$ cat src/inc/ppf_pkg.sv
/*
 * Constants for the pin pull and function select block: register
 * offsets, field positions, reset values and selector codes.
 * Assumes a 32-bit register port with byte offsets on an 8-bit address.
 */
package ppf_pkg;

    // ----------------------------------------------------------------
    // Sizes
    // ----------------------------------------------------------------
    localparam int NUM_PIN_SLOTS = 19;
    localparam int FN_COUNT      = 7;
    localparam int SEL_W         = 3;
    localparam int ADDR_W        = 8;
    localparam int DATA_W        = 32;

    // ----------------------------------------------------------------
    // Register offsets
    // ----------------------------------------------------------------
    localparam logic [7:0] REG_PULL_ON_STAGE   = 8'h00;
    localparam logic [7:0] REG_PULL_OFF_COMMIT = 8'h04;
    localparam logic [7:0] REG_PULL_EN         = 8'h08;
    localparam logic [7:0] REG_POL_UP_STAGE    = 8'h0c;
    localparam logic [7:0] REG_POL_DN_COMMIT   = 8'h10;
    localparam logic [7:0] REG_POL             = 8'h14;
    localparam logic [7:0] REG_FUNC_WRITE      = 8'h18;
    localparam logic [7:0] REG_FUNC_PIN        = 8'h1c;
    localparam logic [7:0] REG_FUNC_READ       = 8'h20;

    // ----------------------------------------------------------------
    // Fields of the function write word
    // ----------------------------------------------------------------
    localparam int FW_PIN_LSB = 0;
    localparam int FW_PIN_W   = 5;
    localparam int FW_SEL_LSB = 8;

    // ----------------------------------------------------------------
    // Pin map and reset values
    // ----------------------------------------------------------------
    localparam logic [18:0] PIN_MASK      = 19'h6ffff;
    localparam logic [18:0] PULL_EN_RST   = 19'h6ffff;
    localparam logic [18:0] PULL_POL_RST  = 19'h68e77;
    localparam logic [18:0] XTAL_PIN_MASK = 19'h00100;
    localparam int          XTAL_PIN      = 8;
    localparam logic [2:0]  SEL_GPIO      = 3'h0;
    localparam logic [2:0]  SEL_XTAL      = 3'h7;
    localparam logic [2:0]  SEL_RST       = 3'h0;
    localparam logic [31:0] RD_BAD_PIN    = 32'hffff_ffff;

endpackage

$ cat src/verilog/ppf_pin_mux.sv
/*
 * One pad's function multiplexer: steers general I/O or one of seven
 * peripheral functions onto the pad, and the pad level back to them.
 * Assumes pad and peripheral signals are synchronous to clk_sys.
 */
`timescale 1ns/1ps
`default_nettype none

module ppf_pin_mux (
    input  wire logic                          clk_sys,
    input  wire logic                          sys_rst,
    input  wire logic                          ce,
    input  wire logic [ppf_pkg::SEL_W-1:0]    sel,
    input  wire logic                          gpio_out,
    input  wire logic                          gpio_oe,
    input  wire logic [ppf_pkg::FN_COUNT-1:0] fn_out,
    input  wire logic [ppf_pkg::FN_COUNT-1:0] fn_oe,
    input  wire logic                          pad_in,
    output logic                               pad_out,
    output logic                               pad_oe,
    output logic                               gpio_in,
    output logic [ppf_pkg::FN_COUNT-1:0]      fn_in
);

    logic [ppf_pkg::SEL_W-1:0] fn_idx;

    // Peripheral codes start at one, so index the vectors from zero
    assign fn_idx = sel - 3'h1;

    // ----------------------------------------------------------------
    // Outbound steering
    // ----------------------------------------------------------------
    // Registered so the pad never sees a glitch while sel changes
    always_ff @(posedge clk_sys or posedge sys_rst) begin
        if (sys_rst) begin
            pad_out <= 1'b0;
            pad_oe  <= 1'b0;
        end else if (ce) begin
            if (sel == ppf_pkg::SEL_GPIO) begin // [RULE15]
                pad_out <= gpio_out;
                pad_oe  <= gpio_oe;
            end else begin // [RULE13]
                pad_out <= fn_out[fn_idx];
                pad_oe  <= fn_oe[fn_idx];
            end
        end
    end

    // ----------------------------------------------------------------
    // Inbound steering
    // ----------------------------------------------------------------
    // General input always sees the pad, whatever function owns it
    always_ff @(posedge clk_sys or posedge sys_rst) begin
        if (sys_rst) begin
            gpio_in <= 1'b0;
            fn_in   <= '0;
        end else if (ce) begin
            gpio_in <= pad_in;
            fn_in   <= '0;
            if (sel != ppf_pkg::SEL_GPIO) begin // [RULE13]
                fn_in[fn_idx] <= pad_in;
            end
        end
    end
endmodule

`default_nettype wire

$ cat src/verilog/ppf_pad_ctrl.sv
/*
 * Pad pull and function select for the general pins: pull enable,
 * pull polarity and a per-pin function selector behind a register port.
 * Assumes a plain register port whose master never holds a strobe
 * longer than one cycle; all pins synchronous to clk_sys.
 */
// Behaviour
// [RULE1] On-mask bits enable pulls, off-mask bits disable pulls, any direction.
// [RULE2] Every general pin has its pull enabled after reset.
// [RULE3] Pins clear in both masks keep their setting.
// [RULE4] A pin in both on and off masks ends with pull off.
// [RULE5] Pull writes act on peripheral pins, except the crystal pin.
// [RULE6] Up-mask bits select pull-up, down-mask bits select pull-down.
// [RULE7] A pin in both up and down masks gets pull-up.
// [RULE8] Reset polarity is pull-down on pins 3,7,8,12,13,14, else up.
// [RULE9] Polarity read returns stored bitmap, 1 up, 0 down.
// [RULE10] Polarity reaches the pad only while the pull is enabled.
// [RULE11] Software should set polarity before enabling the pull.
// [RULE12] A function selector exists for pins 0 to 15, 17 and 18.
// [RULE13] Each selector connects its pin to exactly one function.
// [RULE14] Software must not program forbidden pin and selector pairs.
// [RULE15] Selector zero is general I/O; one to seven are peripherals.
// [RULE16] Selector read is four bits, bit 3 reserved as zero.
// [RULE17] Bitmap bit n is pin n; bit 16 and 19-31 read zero.
`timescale 1ns/1ps
`default_nettype none

module ppf_pad_ctrl (
    input  wire logic                          clk_sys,
    input  wire logic                          sys_rst,
    input  wire logic                          ce,
    input  wire logic [ppf_pkg::ADDR_W-1:0]   bus_addr,
    input  wire logic [ppf_pkg::DATA_W-1:0]   bus_wdata,
    input  wire logic                          bus_wr,
    input  wire logic                          bus_rd,
    output logic [ppf_pkg::DATA_W-1:0]        bus_rdata,
    output logic [18:0]                        pad_pull_up_en,
    output logic [18:0]                        pad_pull_dn_en,
    input  wire logic [18:0]                   pad_in,
    output logic [18:0]                        pad_out,
    output logic [18:0]                        pad_oe,
    input  wire logic [18:0]                   gpio_out,
    input  wire logic [18:0]                   gpio_oe,
    output logic [18:0]                        gpio_in,
    input  wire logic [132:0]                  fn_out,
    input  wire logic [132:0]                  fn_oe,
    output logic [132:0]                       fn_in
);

    localparam int NP = ppf_pkg::NUM_PIN_SLOTS;
    localparam int NF = ppf_pkg::FN_COUNT;
    localparam int SW = ppf_pkg::SEL_W;

    // ----------------------------------------------------------------
    // State
    // ----------------------------------------------------------------
    logic [NP-1:0]        pull_en_r;
    logic [NP-1:0]        pull_pol_r;
    logic [NP-1:0]        on_stage_r;
    logic [NP-1:0]        up_stage_r;
    logic [SW-1:0]        func_sel_r [NP];
    logic [4:0]           func_pin_r;
    logic [NP-1:0]        pull_en_nxt;
    logic [NP-1:0]        pull_pol_nxt;
    logic [31:0]          rdata_nxt;
    logic [NP-1:0]        wr_mask;
    logic [NP-1:0]        lock_mask;
    logic [NP-1:0]        on_eff;
    logic [NP-1:0]        off_eff;
    logic [NP-1:0]        down_eff;
    logic                 xtal_lock;
    logic                 wr_on_stage;
    logic                 wr_pull_commit;
    logic                 wr_up_stage;
    logic                 wr_pol_commit;
    logic                 wr_func;
    logic                 wr_func_pin;
    logic [4:0]           wr_pin;
    logic [SW-1:0]        wr_sel;

    // Pin number decode, shared by the write and read paths
    function automatic logic pin_ok(input logic [4:0] idx);
        pin_ok = 1'b0;
        if (idx < 5'(NP)) begin
            pin_ok = ppf_pkg::PIN_MASK[idx];
        end
    endfunction

    // Widen a pin bitmap to the bus; unused high bits read zero
    function automatic logic [31:0] widen(input logic [NP-1:0] map);
        widen = {{(32 - NP){1'b0}}, map};
    endfunction

    // ----------------------------------------------------------------
    // Write decode
    // ----------------------------------------------------------------
    // A frozen clock enable drops the strobe rather than queueing it
    assign wr_on_stage    = ce && bus_wr
                            && bus_addr == ppf_pkg::REG_PULL_ON_STAGE;
    assign wr_pull_commit = ce && bus_wr
                            && bus_addr == ppf_pkg::REG_PULL_OFF_COMMIT;
    assign wr_up_stage    = ce && bus_wr
                            && bus_addr == ppf_pkg::REG_POL_UP_STAGE;
    assign wr_pol_commit  = ce && bus_wr
                            && bus_addr == ppf_pkg::REG_POL_DN_COMMIT;
    assign wr_func        = ce && bus_wr
                            && bus_addr == ppf_pkg::REG_FUNC_WRITE;
    assign wr_func_pin    = ce && bus_wr
                            && bus_addr == ppf_pkg::REG_FUNC_PIN;

    // Bitmap bits with no pin behind them are dropped
    assign wr_mask = bus_wdata[NP-1:0] & ppf_pkg::PIN_MASK; // [RULE17]
    assign wr_pin  = bus_wdata[ppf_pkg::FW_PIN_LSB +: ppf_pkg::FW_PIN_W];
    assign wr_sel  = bus_wdata[ppf_pkg::FW_SEL_LSB +: SW];

    // ----------------------------------------------------------------
    // Pull enable
    // ----------------------------------------------------------------
    // The crystal pin keeps its pull while it carries the oscillator
    assign xtal_lock = func_sel_r[ppf_pkg::XTAL_PIN] == ppf_pkg::SEL_XTAL;
    assign lock_mask = xtal_lock ? ppf_pkg::XTAL_PIN_MASK : '0; // [RULE5]
    assign on_eff    = on_stage_r & ~lock_mask; // [RULE5]
    assign off_eff   = wr_mask & ~lock_mask; // [RULE5]

    // Off is applied after on, so a pin in both masks ends off
    assign pull_en_nxt = (pull_en_r | on_eff) & ~off_eff; // [RULE1] [RULE4]

    // On-mask is staged; the off-mask write applies both at once
    always_ff @(posedge clk_sys or posedge sys_rst) begin
        if (sys_rst) begin
            on_stage_r <= '0;
        end else if (wr_on_stage) begin
            on_stage_r <= wr_mask;
        end else if (wr_pull_commit) begin
            on_stage_r <= '0;
        end
    end

    // Untouched bits pass through unchanged
    always_ff @(posedge clk_sys or posedge sys_rst) begin
        if (sys_rst) begin
            pull_en_r <= ppf_pkg::PULL_EN_RST; // [RULE2]
        end else if (wr_pull_commit) begin
            pull_en_r <= pull_en_nxt; // [RULE3]
        end
    end

    // ----------------------------------------------------------------
    // Pull polarity
    // ----------------------------------------------------------------
    // Down loses to up for a pin named in both masks
    assign down_eff     = wr_mask & ~up_stage_r; // [RULE7]
    assign pull_pol_nxt = (pull_pol_r | up_stage_r) & ~down_eff; // [RULE6]

    // Up-mask staged the same way as the on-mask
    always_ff @(posedge clk_sys or posedge sys_rst) begin
        if (sys_rst) begin
            up_stage_r <= '0;
        end else if (wr_up_stage) begin
            up_stage_r <= wr_mask;
        end else if (wr_pol_commit) begin
            up_stage_r <= '0;
        end
    end

    // Polarity is kept even while the pull is off
    always_ff @(posedge clk_sys or posedge sys_rst) begin
        if (sys_rst) begin
            pull_pol_r <= ppf_pkg::PULL_POL_RST; // [RULE8]
        end else if (wr_pol_commit) begin
            pull_pol_r <= pull_pol_nxt; // [RULE3]
        end
    end

    // Pad drive: no pull of either kind unless enabled
    assign pad_pull_up_en = pull_en_r & pull_pol_r; // [RULE10]
    assign pad_pull_dn_en = pull_en_r & ~pull_pol_r; // [RULE10]

    // ----------------------------------------------------------------
    // Function selectors
    // ----------------------------------------------------------------
    // Writes naming a missing pin are ignored; bit 3 is not stored
    always_ff @(posedge clk_sys or posedge sys_rst) begin
        if (sys_rst) begin
            for (int i = 0; i < NP; i++) begin
                func_sel_r[i] <= ppf_pkg::SEL_RST;
            end
        end else if (wr_func && pin_ok(wr_pin)) begin
            func_sel_r[wr_pin] <= wr_sel; // [RULE12]
        end
    end

    // Pin index used by selector reads
    always_ff @(posedge clk_sys or posedge sys_rst) begin
        if (sys_rst) begin
            func_pin_r <= '0;
        end else if (wr_func_pin) begin
            func_pin_r <= wr_pin;
        end
    end

    // ----------------------------------------------------------------
    // Read path
    // ----------------------------------------------------------------
    // Unmapped and write-only offsets answer zero
    always_comb begin
        rdata_nxt = '0;
        case (bus_addr)
            ppf_pkg::REG_PULL_ON_STAGE: rdata_nxt = widen(on_stage_r);
            ppf_pkg::REG_PULL_EN:       rdata_nxt = widen(pull_en_r);
            ppf_pkg::REG_POL_UP_STAGE:  rdata_nxt = widen(up_stage_r);
            ppf_pkg::REG_POL:           rdata_nxt = widen(pull_pol_r); // [RULE9]
            ppf_pkg::REG_FUNC_PIN:      rdata_nxt = {27'h0, func_pin_r};
            ppf_pkg::REG_FUNC_READ: begin
                if (pin_ok(func_pin_r)) begin
                    // Bit 3 reserved, reads zero
                    rdata_nxt = {29'h0, func_sel_r[func_pin_r]}; // [RULE16]
                end else begin
                    rdata_nxt = ppf_pkg::RD_BAD_PIN;
                end
            end
            default:                    rdata_nxt = '0;
        endcase
    end

    // Data stands only in the cycle after the strobe
    always_ff @(posedge clk_sys or posedge sys_rst) begin
        if (sys_rst) begin
            bus_rdata <= '0;
        end else if (ce) begin
            bus_rdata <= bus_rd ? rdata_nxt : '0;
        end
    end

    // ----------------------------------------------------------------
    // Per-pin multiplexers
    // ----------------------------------------------------------------
    // Slot 16 has no pad, so its outputs are tied low
    for (genvar i = 0; i < NP; i++) begin : g_pin
        if (ppf_pkg::PIN_MASK[i]) begin : g_used
            ppf_pin_mux u_mux (
                .clk_sys  (clk_sys),
                .sys_rst  (sys_rst),
                .ce       (ce),
                .sel      (func_sel_r[i]), // [RULE13]
                .gpio_out (gpio_out[i]),
                .gpio_oe  (gpio_oe[i]),
                .fn_out   (fn_out[i*NF +: NF]),
                .fn_oe    (fn_oe[i*NF +: NF]),
                .pad_in   (pad_in[i]),
                .pad_out  (pad_out[i]),
                .pad_oe   (pad_oe[i]),
                .gpio_in  (gpio_in[i]),
                .fn_in    (fn_in[i*NF +: NF])
            );
        end else begin : g_gap
            assign pad_out[i]          = 1'b0;
            assign pad_oe[i]           = 1'b0;
            assign gpio_in[i]          = 1'b0;
            assign fn_in[i*NF +: NF]   = '0;
        end
    end
endmodule

`default_nettype wire

$ cat config.mk
export PLATFORM = sky130hd
export DESIGN_NAME = ppf_pad_ctrl
export DESIGN_NICKNAME = d
export VERILOG_FILES = /design/src/inc/ppf_pkg.sv /design/src/verilog/ppf_pin_mux.sv /design/src/verilog/ppf_pad_ctrl.sv
export SDC_FILE = /design/constraint.sdc
export NUM_CORES = 1
export LEC_CHECK = 0
export BUFFER_PORTS_ARGS = -buffer_cell sky130_fd_sc_hd__buf_2
export CORE_AREA = 4 4 240 242
export CTS_CLUSTER_SIZE = 40
export DETAILED_ROUTE_END_ITERATION = 7
export DIE_AREA = 0 0 244 246
export PLACE_DENSITY = 0.65
export SKIP_LAST_GASP = 1
export SLEW_MARGIN = 20
export SYNTH_ARGS = -nofsm -noshare
export SYNTH_HDL_FRONTEND = slang
export SYNTH_HIERARCHICAL = 1
export SYNTH_SLANG_ARGS = --single-unit
export TNS_END_PERCENT = 1
$ cat constraint.sdc
create_clock -name clk_sys -period 5.3 [get_ports clk_sys]
set_input_delay 0.53 -clock clk_sys [delete_from_list [all_inputs] [get_ports clk_sys]]
set_output_delay 0.53 -clock clk_sys [all_outputs]
set_load 0.02 [all_outputs]
; Word level (Yosys, flattened, before mapping)
; Memory sizes are Yosys's and may differ from the RTL's.
; Index checks and enable logic that the tools add are counted.
[word_totals]
wordCells = 450
n_memories = 2
ramBits = 0
inputBits = 368
rom_bits = 64
latchBits = 0
ff_bits = 350
out_inout_bits = 260
[classes]
add_sub_neg = 18
n_shift = 0
n_lt_le_gt_ge = 43
muxes = 181
n_div = 0
multipliers = 0
bitwise = 34
reduce_logical = 66
eq_ne = 9
[mem_list]
columns = memory, words, width, rd, rd_clocked_by_memory_dff, wr, line
row1 = (no name shown), 32, 1, 1, 0, 0, ppf_pad_ctrl.sv:85  ; pin_ok = ppf_pkg::PIN_MASK[idx];
row2 = (no name shown), 32, 1, 1, 0, 0, ppf_pad_ctrl.sv:85
[ops]
columns = cell, n
row1 = $pmux W32 S6, 1
row2 = $and A19 B19 Y19, 7
row3 = $and A7 B7 Y7, 18
row4 = $mux W7, 18
row5 = $bmux W1 S3, 36
row6 = $mux W1, 95
row7 = $mux W19, 4
row8 = $not A19 Y19, 4
row9 = $lt A3 B4 Y1 const B, 18
row10 = $mux W32, 2
row11 = $bwmux W57, 1
row12 = $demux W1 S3, 18
row13 = $ge A3 B1 Y1 const B, 18
row14 = $logic_not A3 Y1, 18
row15 = $reduce_bool A3 Y1, 18
row16 = $sub A3 B1 Y3 const B, 18
row17 = $or A19 B19 Y19, 2
row18 = $eq A8 B5 Y1 const B, 4
row19 = $logic_and A1 B1 Y1, 27
row20 = $not A9 Y19, 1
row21 = $eq A8 B4 Y1 const B, 2
row22 = $bmux W3 S5, 1
row23 = $demux W3 S5, 1
row24 = $ge A6 B6 Y1 const B, 2
row25 = 11 further kinds, 17

; Depth between registers and ports, before layout
[depth]
depth_word = 7
ltp_mapped = 8
ltp_nobuf = 6

; Cells and area by module
; Netlist, hierarchy kept.
[by_module_without_submodules]
columns = module, seq_area_each_um2, cells_each, area_each_um2, instances
row1 = ppf_pin_mux (g_pin[0].g_used.u_mux ...), 250.2, 61, 590.6, 13
row2 = ppf_pad_ctrl, 3866.2, 630, 7508.5, 1
row3 = ppf_pin_mux (g_pin[5].g_used.u_mux ...), 250.2, 59, 599.3, 4
row4 = ppf_pin_mux (g_pin[9].g_used.u_mux), 250.2, 59, 620.6, 1

; Worst setup path before layout
; No wires, ideal clock.
[synth_path]
path_kind = input -> register
startpoint = in bus_addr[2] (netlist bit)
endpoint = reg func_sel_r[30] (netlist bit)
path_stages = 6
path_slack_ns = 3.133
setup_ns = 0.125
required_ns = 5.175
arrival_ns = 2.043
path_buffers = 1
cell_sequence = buf_2 -> nor4b_1 -> and4_1 -> nand4bb_2 -> nor3_1 -> mux2_2
[synth_via]
elab_chain_cells = 3
[synth_lines]
columns = item, line
row1 = from (decl), ppf_pad_ctrl.sv:32  ; input wire logic [ppf_pkg::ADDR_W-1:0] bus_addr,
row2 = $eq A8 B5 Y1, ppf_pad_ctrl.sv:107  ; && bus_addr == ppf_pkg::REG_FUNC_WRITE;
row3 = $logic_and A1 B1 Y1, ppf_pad_ctrl.sv:107
row4 = $logic_and A1 B1 Y1, ppf_pad_ctrl.sv:188  ; end else if (wr_func && pin_ok(wr_pin)) begin
row5 = "to (signal, indexed assignment)", ppf_pad_ctrl.sv:186  ; func_sel_r[i] <= ppf_pkg::SEL_RST;
row6 = "to (signal, indexed assignment)", ppf_pad_ctrl.sv:189  ; func_sel_r[wr_pin] <= wr_sel;
row7 = to (decl), ppf_pad_ctrl.sv:61  ; logic [SW-1:0] func_sel_r [NP];
; Every way passes these cells.
; A chain may end at the register's enable or synchronous reset.

; Worst setup path after layout
[layout_path]
startpoint = reg func_sel_r[30] (netlist bit)
endpoint = reg g_pin[8].g_used.u_mux.pad_oe
[layout_via]
elab_chain_cells = 4
elab_cells_between_ends = 5
classes_between = 1 x add/sub / 3 x mux / 1 x reduce/logical
[layout_lines]
columns = item, line
row1 = $sub A3 B1 Y3, ppf_pin_mux.sv:28  ; assign fn_idx = sel - 3'h1;
row2 = $bmux W1 S3, ppf_pin_mux.sv:44  ; pad_oe <= fn_oe[fn_idx];
row3 = $mux W1 (implied by the code), ppf_pin_mux.sv:44
row4 = $mux W1 (*), ppf_pin_mux.sv:39  ; if (sel == ppf_pkg::SEL_GPIO) begin
row5 = to (signal assigned), ppf_pin_mux.sv:41  ; pad_oe <= gpio_oe;
row6 = to (signal assigned), ppf_pin_mux.sv:44
row7 = to (decl), ppf_pin_mux.sv:20  ; output logic pad_oe,
; Every way passes the cells marked *; elsewhere a longest branch is shown, timed or not. The select of a mux whose other input is x is not followed.

==> summary.md <==
| Metric | Value |
|---|---|
| Vias/cell | `5.26` |
| Post-CTS setup buffers | `0` |
| Layout Skew | `13.5 ps` |
| CTS clk-pin slew, worst paths | `60 ps` |
| CTS tree | `done` |
| CTS Root Cell | `clkbuf_16` |
| GRT Residual Overflow | `0` |
| VDD IR max | `0.180 mV` |
| Routed Antenna Nets | `0` |
| Peak Freq | `376 MHz` |
| Sw Ratio | `23.8%` |
| Num rows | `86` |
| Worst setup path start | `func_sel_r[30]` |
| IO Count | `628` |
| Core area | `55100 µm²` |
| Gate Count Post-Synth | `1718` |
| Internal | `4.73 mW` |
| Largest net degree at the start of global routing | `164` |
| Final Cycle Share | `50.2%` |
| Clock Path Buffers | `3` |
| Top sig layer | `met5` |
| Type of the most critical hold path | `in2reg` |
| RSZ-0062 raised after global routing | `no` |
| Clk network pwr share | `49.6%` |
| Die Footprint | `60000 µm²` |
| Fin nets | `2651` |
| Count of flip-flops with a built-in enable after synthesis | `0` |
| Switching Power | `1.48 mW` |
| CP startpoint kind | `flip-flop` |
| Post-synthesis async set-or-reset flop share | `100%` |
| Antenna violations before repair | `9` |
| Area delta synth->final | `26.7%` |
| Initial Utilization | `33.0%` |
| Total global-route track usage | `20.2%` |
| Total wire length | `63500 µm` |
| First-pass GRT wire length | `96200 µm` |
| Ys Warns | `6` |
| Met2 WL | `30800 µm` |
| CTS resizes | `0` |
| Post-DP HPWL | `47800 µm` |
| CP Class | `reg2reg` |
| Relative slew slack | `33.1%` |
| Met1 Wirelength | `26400 µm` |
| Pleak | `10.7 nW` |
| Setup TNS | `0 ps` |
| Peak fanout along the critical path | `10` |
| Status | `finished clean` |
| Met3 WL | `4230 µm` |
| Vias in the first global route | `16.4k` |
| Synth unique cells | `72` |
| CP Data Required Time | `5730 ps` |
| Mapped Area | `18200 µm²` |
| Worst hold start | `bus_wdata[18]` |
| Port bufs | `584` |
| Via count | `16.0k` |
| Max-slew violations | `0` |
| Final Instance Count excl. Fillers | `3032` |
| Ys flop type | `dfrtp_1` |
| Total power | `6.21 mW` |
| Drt first pass iters | `7` |
| Final Hold Fails | `0` |
| Max-capacitance violation count | `0` |
| Die Wd | `244 µm` |
| H-tree levels | `2` |
| Placer's final routability congestion estimate | `0.919` |
| Mean Syn Cell Area | `10.6 µm²` |
| CP arrival | `3090 ps` |
| Layout cells sized above 1 | `38.1%` |
| DR DRC count | `0` |
| Worst-Margin Slew | `1000 ps` |
| Util after Layout | `41.9%` |
| Final setup vio count | `0` |
| Drt wl/cell | `20.9 µm` |
| Chip height | `246 µm` |
| Worst-skew pair later-pin latency | `550 ps` |
| TritonCTS Buffers | `41` |
| Fin crit period | `2660 ps` |
| Clk sinks | `333` |
| Placed cell count | `2952` |
| Initial drt markers | `986` |
| Flop pwr share | `42.3%` |
| Crit path capture type | `flip-flop` |
| Seq cells post-synth | `333` |
| Pwr per Cell Area | `269 nW/µm²` |
| Origin of the critical flop-to-flop path | `func_sel_r[30]` |
| Worst hold margin | `164 ps` |
| Sequential share of the synthesized area | `46.0%` |
| Logic pwr share | `8.1%` |
| # hold bufs at CTS | `0` |
path summary, 6_finish.rpt:
check	end	slack, ps	cells past startpoint
hold / removal	pull_en_r[18]	160	2
max in group asynchronous	func_sel_r[43]	3600	4
setup reg to reg	g_pin[8].g_used.u_mux/pad_oe	2640	6
hold reg to reg	func_sel_r[6]	380	0
min in group asynchronous	g_pin[2].g_used.u_mux/fn_in[1]	280	3
setup / recovery	g_pin[8].g_used.u_mux/pad_oe	2640	6
through the flow:
stage	setup slack, ps	area (µm²)
2_1_floorplan	698	18200
3_3_place_gp	2440	21600
3_5_place_dp	2400	21600
4_1_cts	2610	23100
5_1_grt	2480	23100
6_report	2640	23100
cells in the mapped netlist (3+ instances only):
cell      instances  area [µm²]
nor2_2            5        31.3
o22ai_2           9         113
a31oi_1          51         319
buf_2            31         155
and3_2            5        37.5
a21oi_1          34         170
o21ai_1           4        20.0
ha_1             36         450
nand2b_1         35         219
o21bai_1         13        97.6
o221ai_1          5        43.8
xor2_2           17         277
dfstp_2          30         788
nand2_1         136         510
and2_1           20         125
buf_4            32         240
o31ai_1           4        30.0
mux2_1            8        90.1
a22o_1           56         490
a221oi_1         22         193
xnor2_1          18         158
mux2i_1          39         390
dfrtp_1         303        7580
nand3_1          17        85.1
mux4_2           31         698
nor3_1            3        15.0
a31o_1           15         131
o22ai_1         105         657
inv_1           219         822
o21ai_0          19        95.1
and3_1           11        68.8
mux2_2           87         980
mux4_1            4         105
o32ai_1          52         455
o31ai_2           4        50.1
nor2b_1          60         375
clkbuf_1         49         184
a22oi_1          29         218
nor2_1           25        93.8
buf_6             6        67.6
nand4_1          30         188
power groups by stage:
stage | clock network [mW] | registers [mW] | logic, mW
2_1_floorplan | 0 | 2.71 | 0.219
3_3_place_gp | 0 | 2.67 | 0.490
3_5_place_dp | 0 | 2.67 | 0.503
4_1_cts | 3.17 | 2.62 | 0.505
5_1_grt | 3.28 | 2.63 | 0.549
6_report | 3.08 | 2.62 | 0.502
cells by family (layout without fill, tap and decap cells):
family	count (synthesis)	after routing	share of synthesized area (%)
xor gates and xnor gates	36	36	2.54
muxes	169	169	12.4
other	1	17	0.0206
adders and majority gates	36	36	2.47
AOI/OAI and AO/OA	432	432	17.6
buffers and inverters	343	893	8.20
and+or+nand+nor	368	368	10.8
DFF	333	333	46.0
cell usage in the layout, fill, tap and decap left out, drive strengths merged, types with 18 or more instances in the layout:
| master | count |
|---|---|
| nand4 | 30 |
| o22ai | 114 |
| dfstp | 30 |
| nor2b | 60 |
| clkbuf | 55 |
| a22o | 56 |
| and2 | 20 |
| nand2 | 136 |
| a221oi | 22 |
| ha | 36 |
| inv | 222 |
| a21oi | 34 |
| o32ai | 54 |
| nand2b | 35 |
| o21ai | 23 |
| dfrtp | 303 |
| xor2 | 18 |
| a22oi | 29 |
| nor2 | 31 |
| a31oi | 51 |
| mux2i | 39 |
| mux4 | 35 |
| mux2 | 95 |
| buf | 596 |
| xnor2 | 18 |
state kept, by name, summed over array words and instances, names as in the netlist:
name and count:
g_pin.g_used.u_mux/fn_in 126, func_sel_r 57, bus_rdata 19, g_pin.g_used.u_mux/gpio_in 18, g_pin.g_used.u_mux/pad_oe 18, g_pin.g_used.u_mux/pad_out 18, on_stage_r 18, pull_en_r 18
pull_pol_r 18, up_stage_r 18, func_pin_r 5
worst max-delay path: stages (launching register included):
cell and delay, ps:
dfrtp_1 690, inv_1 170, ha_1 290, xor2_2 500
mux2_1 400, a221oi_1 380, o31ai_2 100
area by class of cell:
type / count / area [µm²]
Multi-Input combinational cell: 1053 / 8380
Antenna cell: 5 / 12.5
Clock buffer: 55 / 1160
Clock inverter: 20 / 329
Timing Repair Buffer: 596 / 3040
Tap cell: 748 / 936
Sequential cell: 333 / 8370
Fill cell: 5381 / 32000
Inverter: 222 / 838
metal layers:
layer / vias to the layer above / global-route usage (%)
met1: 7937 / 25.8
met3: 123 / 4.31
li1: 7253 / -
met5: - / 0
met2: 634 / 34.2
met4: 6 / 7.19
(Power assumes the default switching activity.)
